File: config.mk
export PLATFORM = sky130hd
export DESIGN_NAME = tpu_timer_pwm_unit
export DESIGN_NICKNAME = d
export VERILOG_FILES = /design/src/hw/tpu_pkg.sv /design/src/hw/tpu_timer_pwm_unit.sv
export SDC_FILE = /design/constraint.sdc
export NUM_CORES = 1
export LEC_CHECK = 0
export ABC_CLOCK_PERIOD_IN_PS = 2700
export BUFFER_PORTS_ARGS = -buffer_cell sky130_fd_sc_hd__clkbuf_2
export CAP_MARGIN = 5
export CORE_MARGIN = 2
export CORE_UTILIZATION = 30
export DETAILED_ROUTE_END_ITERATION = 10
export HOLD_SLACK_MARGIN = 0.05
export RECOVER_POWER = 25
export SKIP_CTS_REPAIR_TIMING = 1
export SLEW_MARGIN = 40
export SYNTH_ARGS = -nofsm -noshare
export SYNTH_HDL_FRONTEND = slang
export SYNTH_SLANG_ARGS = --single-unit
File: constraint.sdc
create_clock -name clk -period 2.7 [get_ports clk]
set_clock_uncertainty 0.15 [all_clocks]
set_input_delay 0.27 -clock clk [delete_from_list [all_inputs] [get_ports clk]]
set_output_delay 0.27 -clock clk [all_outputs]
set_load 0.02 [all_outputs]
File: src/hw/tpu_pkg.sv
// Contract
// - one 16-bit counter with a software programmed period length
// - capture event copies the current count into the capture register
// - terminal count (period counting up, zero counting down) either halts or reloads, chosen by software
// - count compared with compare value sets the pwm duty cycle
// - true and inverted pwm outputs separated by a programmable dead band
// - kill input forces pwm outputs to a safe state without software
// - five trigger inputs and pwm outputs routed through pin multiplexing
package tpu_pkg;
  localparam int CNT_W  = 16;
  localparam int DATA_W = 32;
  localparam int ADDR_W = 8;
  localparam int TRIG_N = 5;
  localparam int DB_W   = 8;
  localparam int EVT_N  = 5;

  // register byte offsets
  localparam logic [ADDR_W-1:0] OFS_CTRL     = 8'h00;
  localparam logic [ADDR_W-1:0] OFS_PERIOD   = 8'h04;
  localparam logic [ADDR_W-1:0] OFS_COMPARE  = 8'h08;
  localparam logic [ADDR_W-1:0] OFS_DEADBAND = 8'h0C;
  localparam logic [ADDR_W-1:0] OFS_COUNT    = 8'h10;
  localparam logic [ADDR_W-1:0] OFS_CAPTURE  = 8'h14;
  localparam logic [ADDR_W-1:0] OFS_STATUS   = 8'h18;
  localparam logic [ADDR_W-1:0] OFS_MASK     = 8'h1C;

  // control fields
  localparam int CTRL_W       = 14;
  localparam int CTRL_EN      = 0;
  localparam int CTRL_RELOAD  = 1;
  localparam int CTRL_DOWN    = 2;
  localparam int CTRL_CAPSEL  = 4;
  localparam int CTRL_PINSEL  = 8;
  localparam int CTRL_SAFE_T  = 12;
  localparam int CTRL_SAFE_N  = 13;
  localparam int SEL_W        = 3;

  // status and mask bits
  localparam int EVT_OVF  = 0;
  localparam int EVT_UND  = 1;
  localparam int EVT_MAT  = 2;
  localparam int EVT_CAP  = 3;
  localparam int EVT_KILL = 4;

  // shared pin selections
  localparam logic [SEL_W-1:0] PIN_INV   = 3'h0;
  localparam logic [SEL_W-1:0] PIN_OVF   = 3'h1;
  localparam logic [SEL_W-1:0] PIN_UND   = 3'h2;
  localparam logic [SEL_W-1:0] PIN_MAT   = 3'h3;
  localparam logic [SEL_W-1:0] PIN_TRUE  = 3'h4;

  localparam logic [CTRL_W-1:0] CTRL_RST   = 14'h0002;
  localparam logic [CNT_W-1:0]  PERIOD_RST = 16'hFFFF;
  localparam logic [CNT_W-1:0]  CNT_ZERO   = 16'h0000;
  localparam logic [DB_W-1:0]   DB_ZERO    = 8'h00;
  localparam logic [EVT_N-1:0]  EVT_ZERO   = 5'h00;
endpackage

File: src/hw/tpu_timer_pwm_unit.sv
module tpu_timer_pwm_unit
  import tpu_pkg::*;
(
  // clock and reset
  input  wire logic                       clk,
  input  wire logic                       srst,
  // register port
  input  wire logic [tpu_pkg::ADDR_W-1:0] regAddr,
  input  wire logic [tpu_pkg::DATA_W-1:0] regWdata,
  input  wire logic                       regWr,
  input  wire logic                       regRd,
  output logic      [tpu_pkg::DATA_W-1:0] regRdata,
  // pins in
  input  wire logic [tpu_pkg::TRIG_N-1:0] triggerInput,
  input  wire logic                       killInput,
  // pins out
  output logic                            pwmOutput,
  output logic                            pwmOutputInverted,
  output logic                            overflowOutput,
  output logic                            underflowOutput,
  output logic                            matchOutput,
  output logic                            sharedPinOutput,
  // interrupt
  output logic                            irq
);
  import tpu_pkg::*;

  logic [CTRL_W-1:0] ctrl_reg;
  logic [CNT_W-1:0]  period_reg;
  logic [CNT_W-1:0]  compare_reg;
  logic [DB_W-1:0]   deadband_reg;
  logic [CNT_W-1:0]  count_reg;
  logic [CNT_W-1:0]  capture_reg;
  logic [EVT_N-1:0]  status_reg;
  logic [EVT_N-1:0]  mask_reg;
  logic [EVT_N-1:0]  status_next;
  logic [EVT_N-1:0]  mask_next;

  logic [TRIG_N-1:0] trigMeta_reg;
  logic [TRIG_N-1:0] trigSync_reg;
  logic [TRIG_N-1:0] trigLast_reg;
  logic              killMeta_reg;
  logic              killSync_reg;
  logic              killLast_reg;

  logic              rawPwm_reg;
  logic              rawLast_reg;
  logic [DB_W-1:0]   dbCount_reg;

  logic wrCtrl;
  logic wrPeriod;
  logic wrCompare;
  logic wrDeadband;
  logic wrCount;
  logic wrStatus;
  logic wrMask;
  logic enable;
  logic reload;
  logic downMode;
  logic hitPeriod;
  logic hitZero;
  logic termHit;
  logic ovfEvt;
  logic undEvt;
  logic matEvt;
  logic capEvt;
  logic killEvt;
  logic dbDone;
  logic [SEL_W-1:0] capSel;
  logic [SEL_W-1:0] pinSel;
  logic [TRIG_N-1:0] trigRise;
  logic [EVT_N-1:0]  evtVec;
  logic [EVT_N-1:0]  clrVec;

  // write decode
  assign wrCtrl     = regWr && (regAddr == OFS_CTRL);
  assign wrPeriod   = regWr && (regAddr == OFS_PERIOD);
  assign wrCompare  = regWr && (regAddr == OFS_COMPARE);
  assign wrDeadband = regWr && (regAddr == OFS_DEADBAND);
  assign wrCount    = regWr && (regAddr == OFS_COUNT);
  assign wrStatus   = regWr && (regAddr == OFS_STATUS);
  assign wrMask     = regWr && (regAddr == OFS_MASK);

  assign enable   = ctrl_reg[CTRL_EN];
  assign reload   = ctrl_reg[CTRL_RELOAD];
  assign downMode = ctrl_reg[CTRL_DOWN];
  assign capSel   = ctrl_reg[CTRL_CAPSEL +: SEL_W];
  assign pinSel   = ctrl_reg[CTRL_PINSEL +: SEL_W];

  // pins are asynchronous: two flops before use
  always_ff @(posedge clk) begin
    if (srst) begin
      trigMeta_reg <= EVT_ZERO;
      trigSync_reg <= EVT_ZERO;
      trigLast_reg <= EVT_ZERO;
      killMeta_reg <= 1'b0;
      killSync_reg <= 1'b0;
      killLast_reg <= 1'b0;
    end else begin
      trigMeta_reg <= triggerInput;
      trigSync_reg <= trigMeta_reg;
      trigLast_reg <= trigSync_reg;
      killMeta_reg <= killInput;
      killSync_reg <= killMeta_reg;
      killLast_reg <= killSync_reg;
    end
  end

  assign trigRise = trigSync_reg & ~trigLast_reg;
  assign killEvt  = killSync_reg && !killLast_reg;

  // capture source: rising edge of the selected trigger pin
  always_comb begin
    capEvt = 1'b0;
    if (capSel < SEL_W'(TRIG_N)) begin
      capEvt = trigRise[capSel];
    end
  end

  // terminal conditions
  assign hitPeriod = (count_reg == period_reg);
  assign hitZero   = (count_reg == CNT_ZERO);
  assign ovfEvt    = enable && !downMode && hitPeriod;
  assign undEvt    = enable && downMode && hitZero;
  assign matEvt    = enable && (count_reg == compare_reg);
  assign termHit   = ovfEvt || undEvt;

  // control: halting mode drops the enable bit at the terminal count
  always_ff @(posedge clk) begin
    if (srst) begin
      ctrl_reg <= CTRL_RST;
    end else if (wrCtrl) begin
      ctrl_reg <= regWdata[CTRL_W-1:0];
    end else if (termHit && !reload) begin
      ctrl_reg[CTRL_EN] <= 1'b0;
    end
  end

  always_ff @(posedge clk) begin
    if (srst) begin
      period_reg   <= PERIOD_RST;
      compare_reg  <= CNT_ZERO;
      deadband_reg <= DB_ZERO;
      mask_reg     <= EVT_ZERO;
    end else begin
      if (wrPeriod) begin
        period_reg <= regWdata[CNT_W-1:0];
      end
      if (wrCompare) begin
        compare_reg <= regWdata[CNT_W-1:0];
      end
      if (wrDeadband) begin
        deadband_reg <= regWdata[DB_W-1:0];
      end
      if (wrMask) begin
        mask_reg <= regWdata[EVT_N-1:0];
      end
    end
  end

  // counter: software write wins over counting
  always_ff @(posedge clk) begin
    if (srst) begin
      count_reg <= CNT_ZERO;
    end else if (wrCount) begin
      count_reg <= regWdata[CNT_W-1:0];
    end else if (enable) begin
      if (!downMode) begin
        if (hitPeriod) begin
          count_reg <= reload ? CNT_ZERO : count_reg;
        end else begin
          count_reg <= count_reg + 1'b1;
        end
      end else begin
        if (hitZero) begin
          count_reg <= reload ? period_reg : count_reg;
        end else begin
          count_reg <= count_reg - 1'b1;
        end
      end
    end
  end

  always_ff @(posedge clk) begin
    if (srst) begin
      capture_reg <= CNT_ZERO;
    end else if (capEvt) begin
      capture_reg <= count_reg;
    end
  end

  // sticky status; a new event wins over a same-cycle clear
  assign evtVec = {killEvt, capEvt, matEvt, undEvt, ovfEvt};
  assign clrVec = wrStatus ? regWdata[EVT_N-1:0] : EVT_ZERO;
  assign status_next = (status_reg & ~clrVec) | evtVec;
  // irq follows a mask write on the same edge, no extra cycle of lag
  assign mask_next   = wrMask ? regWdata[EVT_N-1:0] : mask_reg;

  always_ff @(posedge clk) begin
    if (srst) begin
      status_reg <= EVT_ZERO;
    end else begin
      status_reg <= status_next;
    end
  end

  always_ff @(posedge clk) begin
    if (srst) begin
      irq <= 1'b0;
    end else begin
      irq <= |(status_next & mask_next);
    end
  end

  // pwm raw level: high while count is below compare
  always_ff @(posedge clk) begin
    if (srst) begin
      rawPwm_reg  <= 1'b0;
      rawLast_reg <= 1'b0;
    end else begin
      rawPwm_reg  <= (count_reg < compare_reg);
      rawLast_reg <= rawPwm_reg;
    end
  end

  // dead band: every raw edge restarts the gap counter
  always_ff @(posedge clk) begin
    if (srst) begin
      dbCount_reg <= DB_ZERO;
    end else if (rawPwm_reg != rawLast_reg) begin
      dbCount_reg <= DB_ZERO;
    end else if (!dbDone) begin
      dbCount_reg <= dbCount_reg + 1'b1;
    end
  end

  assign dbDone = (dbCount_reg >= deadband_reg) && (rawPwm_reg == rawLast_reg);

  // kill overrides both pwm outputs, no software needed; the level
  // only holds while the synced pin is asserted, released on the edge after it drops
  always_ff @(posedge clk) begin
    if (srst) begin
      pwmOutput         <= 1'b0;
      pwmOutputInverted <= 1'b0;
    end else if (killSync_reg) begin
      pwmOutput         <= ctrl_reg[CTRL_SAFE_T];
      pwmOutputInverted <= ctrl_reg[CTRL_SAFE_N];
    end else begin
      pwmOutput         <= rawPwm_reg && dbDone;
      pwmOutputInverted <= !rawPwm_reg && dbDone;
    end
  end

  always_ff @(posedge clk) begin
    if (srst) begin
      overflowOutput  <= 1'b0;
      underflowOutput <= 1'b0;
      matchOutput     <= 1'b0;
    end else begin
      overflowOutput  <= ovfEvt;
      underflowOutput <= undEvt;
      matchOutput     <= matEvt;
    end
  end

  // shared pin mux, one cycle behind the dedicated pins
  always_ff @(posedge clk) begin
    if (srst) begin
      sharedPinOutput <= 1'b0;
    end else begin
      case (pinSel)
        PIN_INV:  sharedPinOutput <= pwmOutputInverted;
        PIN_OVF:  sharedPinOutput <= overflowOutput;
        PIN_UND:  sharedPinOutput <= underflowOutput;
        PIN_MAT:  sharedPinOutput <= matchOutput;
        PIN_TRUE: sharedPinOutput <= pwmOutput;
        default:  sharedPinOutput <= 1'b0;
      endcase
    end
  end

  // read port: data valid in the cycle after the strobe only
  always_ff @(posedge clk) begin
    if (srst) begin
      regRdata <= '0;
    end else if (regRd) begin
      case (regAddr)
        OFS_CTRL:     regRdata <= DATA_W'(ctrl_reg);
        OFS_PERIOD:   regRdata <= DATA_W'(period_reg);
        OFS_COMPARE:  regRdata <= DATA_W'(compare_reg);
        OFS_DEADBAND: regRdata <= DATA_W'(deadband_reg);
        OFS_COUNT:    regRdata <= DATA_W'(count_reg);
        OFS_CAPTURE:  regRdata <= DATA_W'(capture_reg);
        OFS_STATUS:   regRdata <= DATA_W'(status_reg);
        OFS_MASK:     regRdata <= DATA_W'(mask_reg);
        default:      regRdata <= '0;
      endcase
    end else begin
      regRdata <= '0;
    end
  end
endmodule

==> Yosys cells after proc, flatten, opt, wreduce, memory -nomap -nowiden <==
Index checks and enable logic that the tools add are counted.
Widths: inputs -> output; s select.
{ "classes": {"magnitude_cmp": 4, "add_sub_neg": 3, "n_mux": 18, "reduce_logical": 31, "n_eq_ne": 17, "bitwise": 7} }
{ "ops": {"columns": ["op", "n"], "rows": [
  ["$pmux 16 s8", 1],
  ["$mux 16", 7],
  ["$eq 16x16->1", 2],
  ["$eq 8x5->1 const B", 4],
  ["$logic_and 1x1->1", 17],
  ["$add 16x1->16 const B", 1],
  ["$eq 8x4->1 const B", 2],
  ["$logic_not 16->1", 1],
  ["$lt 16x16->1", 1],
  ["$sub 16x1->16 const B", 1],
  ["$and 5x5->5", 3],
  ["$mux 5", 2],
  ["$not 5->5", 2],
  ["$add 8x1->8 const B", 1],
  ["$eq 8x3->1 const B", 1],
  ["$ge 8x8->1", 1],
  ["$logic_not 8->1", 1],
  ["$ne 4x4->1 const B", 2],
  ["$eq 3x2->1 const B", 2],
  ["$mux 1", 6],
  ["$or 5x5->5", 1],
  ["$pmux 1 s5", 1],
  ["$reduce_or 5->1", 1],
  ["$logic_not 1->1", 4],
  ["13 further kinds", 15]
]} }
{ "word_totals": {"out_inout_bits": 39, "input_bits": 50, "elab_cells": 106, "reg_bits": 163} }

==> Logic depth before layout (Yosys ltp) <==
Gate-level depths: netlist of the first run.
{ "logic_depth": {"word_depth": 8, "ltp_mapped": 11, "mapped_depth_nobuf": 9} }

==> Worst setup path after synthesis of the first run <==
OpenSTA, ideal clock, no wires.
{ "synth_timing": {"path_type": "reg2reg", "from": "reg count_reg[0]", "to": "reg count_reg[2]", "stages_incl_launch_ff": 12, "setup_time_ps": 132, "path_buffers": 2, "required_time_ps": 2418, "path_slack_ps": 177, "synth_period_minus_slack_ps": 2523, "arrival_ps": 2242, "cell_sequence": "dfxtp_1 -> clkbuf_1 -> inv_1 -> ha_1 -> nor4b_2 -> nand4_1 -> o31ai_1 -> a21oi_1 -> clkbuf_1 -> o21ai_0 -> a221oi_1 -> nor3_1"} }
{ "synth_between": {"elab_chain_cells": 5, "word_cells_on_any_way": 12, "cone_classes": "2 x add/sub; 3 x eq/ne; 5 x mux; 2 x reduce/logical"} }
{ "synth_lines": {"columns": ["element", "line", "text"], "rows": [
  ["start, declared", "tpu_timer_pwm_unit.sv:32", "logic [CNT_W-1:0] count_reg;"],
  ["start signal, assigned", "tpu_timer_pwm_unit.sv:166", "count_reg <= regWdata[CNT_W-1:0];"],
  ["start signal, assigned", "tpu_timer_pwm_unit.sv:170", "count_reg <= reload ? CNT_ZERO : count_reg;"],
  ["start signal, assigned", "tpu_timer_pwm_unit.sv:172", "count_reg <= count_reg + 1'b1;"],
  ["$add 16x1->16, or another cell as far along", "tpu_timer_pwm_unit.sv:172", null],
  ["$mux 16, on equally long branches", "tpu_timer_pwm_unit.sv:169, tpu_timer_pwm_unit.sv:175", null],
  ["$mux 16", "tpu_timer_pwm_unit.sv:168", "if (!downMode) begin"],
  ["$mux 16", "tpu_timer_pwm_unit.sv:167", "end else if (enable) begin"],
  ["$mux 16", "tpu_timer_pwm_unit.sv:165", "end else if (wrCount) begin"]
]} }
Parallel ways exist; a longest one is shown, timed or not. The select of a mux whose other input is x is not followed.
A chain may end at the register's enable or synchronous reset.

==> Final worst setup path of the first run <==
{ "layout_timing": {"from": "reg count_reg[10]", "to": "reg count_reg[0]"} }
{ "layout_between": {"elab_chain_cells": 5, "word_cells_on_any_way": 10, "cone_classes": "3 x eq/ne; 5 x mux; 2 x reduce/logical"} }
{ "layout_lines": {"columns": ["element", "line"], "rows": [
  ["$eq 16x16->1 / $logic_not 16->1 (equally long branches)", "tpu_timer_pwm_unit.sv:121, tpu_timer_pwm_unit.sv:122"],
  ["$mux 16, on equally long branches", "tpu_timer_pwm_unit.sv:169, tpu_timer_pwm_unit.sv:175"],
  ["$mux 16", "tpu_timer_pwm_unit.sv:168"],
  ["$mux 16", "tpu_timer_pwm_unit.sv:167"],
  ["$mux 16", "tpu_timer_pwm_unit.sv:165"]
]} }
Parallel ways exist; a longest one is shown, timed or not. The select of a mux whose other input is x is not followed.

==> flow_summary.toml, run 1 <==
[timing]
max_freq_ghz = 0.391
maxSlewHeadroom_pct = 60.2
period_needed_ps = 2550
holdWs_ps = 53.6
timing.final.ws_setup_ps = 145
setup_violations = 0
drv_slew = 0
hold_viol = 0
rsz0062_at_grt = "false"
worst_pin_slew_ps = 597
min_period_over_period_pct = 94.6
setup_tns_ps = 0

[layout]
stdcell_area_um2 = 9470
drive_above_1_share_pct = 16.5
layout_common_cells = "144 x dfxtp_1, 118 x nand2_1, 76 x a21oi_1"
syn2layout_area_growth_pct = 22.8
final_common_cell = "dfxtp_1"
num_antenna_cells = 0
finalNetCount = 1112

[setup_path]
startpoint_type = "flip-flop"
cp_max_fo = 9
critPathCaptureType = "flip-flop"
critPathKind = "flip-flop to flip-flop"
critPathRequiredTime_ps = 2890
arrival_ps = 2740

[detailed_routing]
drc = 0
viasPerCell = 5.35
wl_um = 24200
wire_per_inst_um = 17.6
ant_nets = 0
drtIter0Drc = 688
dr.pass1.iters = 5
vias = 7369

[yosys]
netlist_area_um2 = 7710
synth.area.top_cells = "dfxtp_1 38%, nand2_1 5.7%, a21oi_1 5.0%"
async_flop_share_pct = 0
synthFlopType = "dfxtp_1"
ys_types = 66
yosys_warnings = 0
yosysTopAreaCell = "dfxtp_1"
syn_avg_cell_area_um2 = 8.22
synthCells = 938
synth-edff-count = 0
ys_ff_latch = 147
synth_top_area_share_pct = 38.1
yosysSeqAreaShare_pct = 38.1

[flow_run]
cap_violations = 0

[power_and_ir_drop]
p_leak_uw = 0.00353
p_comb_share_pct = 8.4
switching_power_uw = 1300
vdd_drop_max_mv = 0.300
switching_share_pct = 25.6
internal_power_uw = 3780
p_per_area_nw_per_um2 = 536
power_frac_seq_pct = 43.6
clockPowerShare_pct = 47.9

[worst_hold_path]
worstHoldPathType = "primary input to flip-flop"

[clocking]
cts_buffers = 17
htreeDepth = 4
insertion_delay_ps = 430
cts.sinks = 147
ctsRootBufferMaster = "clkbuf_16"
cts_tree = "built"
clk_pin_slew_ps = 70
ctsLongestPathBuffers = 2

[global_route]
overflow = 0
first_global_vias = 6787
antenna_found_initial = 0
grtUsageTotal_pct = 18.1
grt_pass1_wl_um = 37800
grt_max_degree = 79

[place]
gp_congestion = 0.908
detailed_place.area_um2 = 8710
dp_hpwl_um = 17500
portBuffers = 56
place_ws_ps = 140

[die]
dieArea_um2 = 27000
num_rows = 58
start_util_pct = 30.6
die_w_um = 164
ios = 89
core-area_um2 = 25200
die_h_um = 164

[outcome]
status = "complete, no violations"
-- path summary, 6_finish.rpt --
kind	from	slack, ps	end	cells past startpoint
max	count_reg[10]	150	count_reg[0]	7
min	regAddr[4]	50	regRdata[2]	3
max reg2reg	count_reg[10]	150	count_reg[0]	7
min reg2reg	trigMeta_reg[4]	290	trigSync_reg[4]	1
-- cell families after synthesis --
kind of cell | Yosys count | share of synthesized area (%)
AO/OA/AOI/OAI | 221 | 18.4
XOR/XNOR | 27 | 3.07
adder cells (fa/ha/maj) | 28 | 4.54
buffers and inverters | 120 | 7.35
flip-flops | 147 | 38.1
multiplexers | 33 | 5.25
other | 1 | 0.0486
AND/OR/NAND/NOR | 361 | 23.2
-- Yosys cell counts, types with 21 or more instances --
| master | n |
|---|---|
| a21oi_1 | 77 |
| buf_2 | 21 |
| clkbuf_1 | 44 |
| dfxtp_1 | 147 |
| ha_1 | 28 |
| inv_1 | 33 |
| mux2i_1 | 27 |
| nand2_1 | 118 |
| nand3_1 | 62 |
| nor2_1 | 70 |
| nor2b_1 | 21 |
| o21ai_0 | 42 |
| xnor2_1 | 25 |
-- critical path, stage by stage (launching register included) --
cell and delay (ps):
dfxtp_1 390, buf_4 210, or4_1 590, or3_4 390, nor2_4 190, a21oi_2 80, o211a_1 220, nor4_2 240
-- power groups by stage --
stage               logic [µW]  registers (µW)  clock network [µW]
floorplan                  268            2260                   0
global placement           400            2260                   0
detailed placement         403            2260                   0
CTS                        404            2220                2480
global route               462            2220                2560
finish                     428            2220                2430
-- final cells by class --
| type | count | area (µm²) |
|---|---|---|
| flip-flops and latches | 147 | 2950 |
| inverters | 34 | 128 |
| fillers | 2565 | 15700 |
| multi-input cells | 686 | 4310 |
| clock buffers | 20 | 457 |
| well taps | 330 | 413 |
| clock inverters | 12 | 145 |
| repair buffers | 148 | 1070 |
-- per-layer routing --
metal | GRT usage [%] | routed length, µm
met2 | 28.3 | 11100
met5 | 0 | 0
met4 | 5.22 | 401
met1 | 25.4 | 11200
met3 | 3.21 | 1480
-- stage by stage --
step	std cells	utilization, %	power (µW)
floorplan	953	-	2530
finish	1377	37.6	5080
global route	1377	37.6	5240
global placement	1330	34.6	2660
detailed placement	1330	34.6	2670
CTS	1362	37.0	5100
Note: power is estimated with default switching activity, not from simulation.
==> run 2, diff against run 1 <==
--- a/config.mk
+++ b/config.mk
@@ -9,9 +9,10 @@
 export BUFFER_PORTS_ARGS = -buffer_cell sky130_fd_sc_hd__clkbuf_2
 export CAP_MARGIN = 5
 export CORE_MARGIN = 2
-export CORE_UTILIZATION = 30
+export CORE_UTILIZATION = 53
 export DETAILED_ROUTE_END_ITERATION = 10
 export HOLD_SLACK_MARGIN = 0.05
+export PLACE_DENSITY = 0.76
 export RECOVER_POWER = 25
 export SKIP_CTS_REPAIR_TIMING = 1
 export SLEW_MARGIN = 40
==> run 2 against run 1 <==
Effect of this change:
- the run now ends with max-capacitance violations, max-slew violations left
- sequential power barely moved
- first-iteration DRC count rose by 39%
- register-to-register slack got worse by 40 ps
- final cell count fell by 11%
- sequential cell count did not move
- largest cell class unchanged
- clock power barely moved
- utilization rose by 26 points
- critical path depth rose by 2
- combinational power fell by 4%
- setup slack got worse by 43 ps
- sequential share of layout area rose by 1.0 points
- design area fell by 3.2%
==> flow_summary.toml, run 2 (synthesis gave the netlist of run 1 again) <==
[outcome]
status = "finished, violations left"
violations = "max-capacitance violations, max-slew violations"

[clocking]
cts.sinks = 147
htreeDepth = 4
cts_tree = "built"
ctsRootBufferMaster = "clkbuf_16"
cts_buffers = 17
ctsLongestPathBuffers = 2
insertion_delay_ps = 430
clk_pin_slew_ps = 60

[worst_hold_path]
whs_endpoint = "compare_reg[12]"
worstHoldPathType = "primary input to flip-flop"
hold_depth = 3
hp-start = "regWdata[12]"

[layout]
layout_common_cells = "146 x dfxtp_1, 118 x nand2_1, 76 x a21oi_1"
stdcell_area_um2 = 9170
fill_cells = 1202
finalNetCount = 1106
num_antenna_cells = 0
final_common_cell = "dfxtp_1"
instances_no_fill = 1225
drive_above_1_share_pct = 16.0
syn2layout_area_growth_pct = 18.8
regArea_um2 = 2940
multi_input_area_um2 = 4310

[die]
die_h_um = 125
dieArea_um2 = 15500
ios = 89
die_w_um = 125
start_util_pct = 53.7
num_rows = 44
core-area_um2 = 14400

[timing]
max_freq_ghz = 0.385
min_period_over_period_pct = 96.2
period_needed_ps = 2600
maxSlewHeadroom_pct = -9.77
timing.final.ws_setup_ps = 102
rsz0062_at_grt = "false"
drv_slew = 81
setup_tns_ps = 0
setup_violations = 0
worst_pin_slew_ps = 1650
hold_viol = 0

[setup_path]
startpoint_type = "flip-flop"
critPathRequiredTime_ps = 2900
reg2reg_depth = 9
cp_max_fo = 7
r2r-end = "dbCount_reg[5]"
reg2reg_from = "deadband_reg[4]"
arrival_ps = 2800
critPathKind = "flip-flop to flip-flop"
critPathCaptureType = "flip-flop"
r2r_setup_slack_ps = 100

[power_and_ir_drop]
vdd_drop_max_mv = 0.461
internal_power_uw = 3760
clockPowerShare_pct = 47.8
switching_power_uw = 1280
power_uw = 5040
p_comb_share_pct = 8.2
switching_share_pct = 25.4
p_per_area_nw_per_um2 = 550
p_leak_uw = 0.00347
power_frac_seq_pct = 44.0

[place]
portBuffers = 56
gp_congestion = 0.917
dp_hpwl_um = 15800
place_ws_ps = 102
detailed_place.area_um2 = 8430
dp.cells = 1179

[global_route]
grtUsageTotal_pct = 29.8
grt_pass1_wl_um = 37100
first_global_vias = 7103
antenna_found_initial = 0
overflow = 0
grt_max_degree = 81

[detailed_routing]
dr.pass1.iters = 6
vias = 7507
ant_nets = 0
wire_per_inst_um = 18.6
drtIter0Drc = 958
drc = 0
wl_um = 22700
viasPerCell = 6.13

[flow_run]
cap_violations = 1
[run 2: worst max-delay path by stage]
stage	depth (start not counted)	from	end
2_1_floorplan	11	count_reg[0]	count_reg[2]
3_3_place_gp	9	deadband_reg[4]	dbCount_reg[5]
3_5_place_dp	8	count_reg[4]	count_reg[8]
4_1_cts	9	deadband_reg[4]	dbCount_reg[5]
5_1_grt	9	deadband_reg[4]	dbCount_reg[5]
6_report	9	deadband_reg[4]	dbCount_reg[5]
[run 2: final cells by class]
cell class / count / share of cell area [%]
Tap cell: 184 / 2.51
Inverter: 34 / 1.39
Clock inverter: 14 / 1.79
Clock buffer: 18 / 4.79
Timing Repair Buffer: 142 / 10.4
Sequential cell: 147 / 32.1
Multi-Input combinational cell: 686 / 47.0
[run 2: stage by stage]
step / util [%] / hold slack (ps)
after floorplan: - / 244
after global placement: 58.7 / 266
after detailed placement: 58.7 / 274
after CTS: 62.9 / -108
after global routing: 63.8 / 51.1
final: 63.8 / 44.5
[run 2: critical path, stage by stage, from the launching register on]
cell and delay [ps]:
dfxtp_1 350, inv_1 60, ha_1 310, a21o_1 190, a21o_1 180, a21oi_1 130, o21ai_1 100, a311o_2 390
or4_1 510, a21oi_1 150
[run 2: power by group through the flow]
stage | sequential, µW | combinational [µW] | clock, µW
after global routing | 2220 | 446 | 2550
after detailed placement | 2270 | 389 | 0
after CTS | 2220 | 391 | 2430
after floorplan | 2260 | 268 | 0
final | 2220 | 413 | 2410
after global placement | 2260 | 386 | 0
[run 2: layer usage]
metal | vias to the layer above | GRT usage, % | share of wire, %
met5 | - | 0 | 0
met4 | 0 | 13.2 | 3.7
met3 | 66 | 5.71 | 8.2
met2 | 419 | 48.1 | 47
met1 | 3525 | 38.8 | 42
li1 | 3497 | - | -
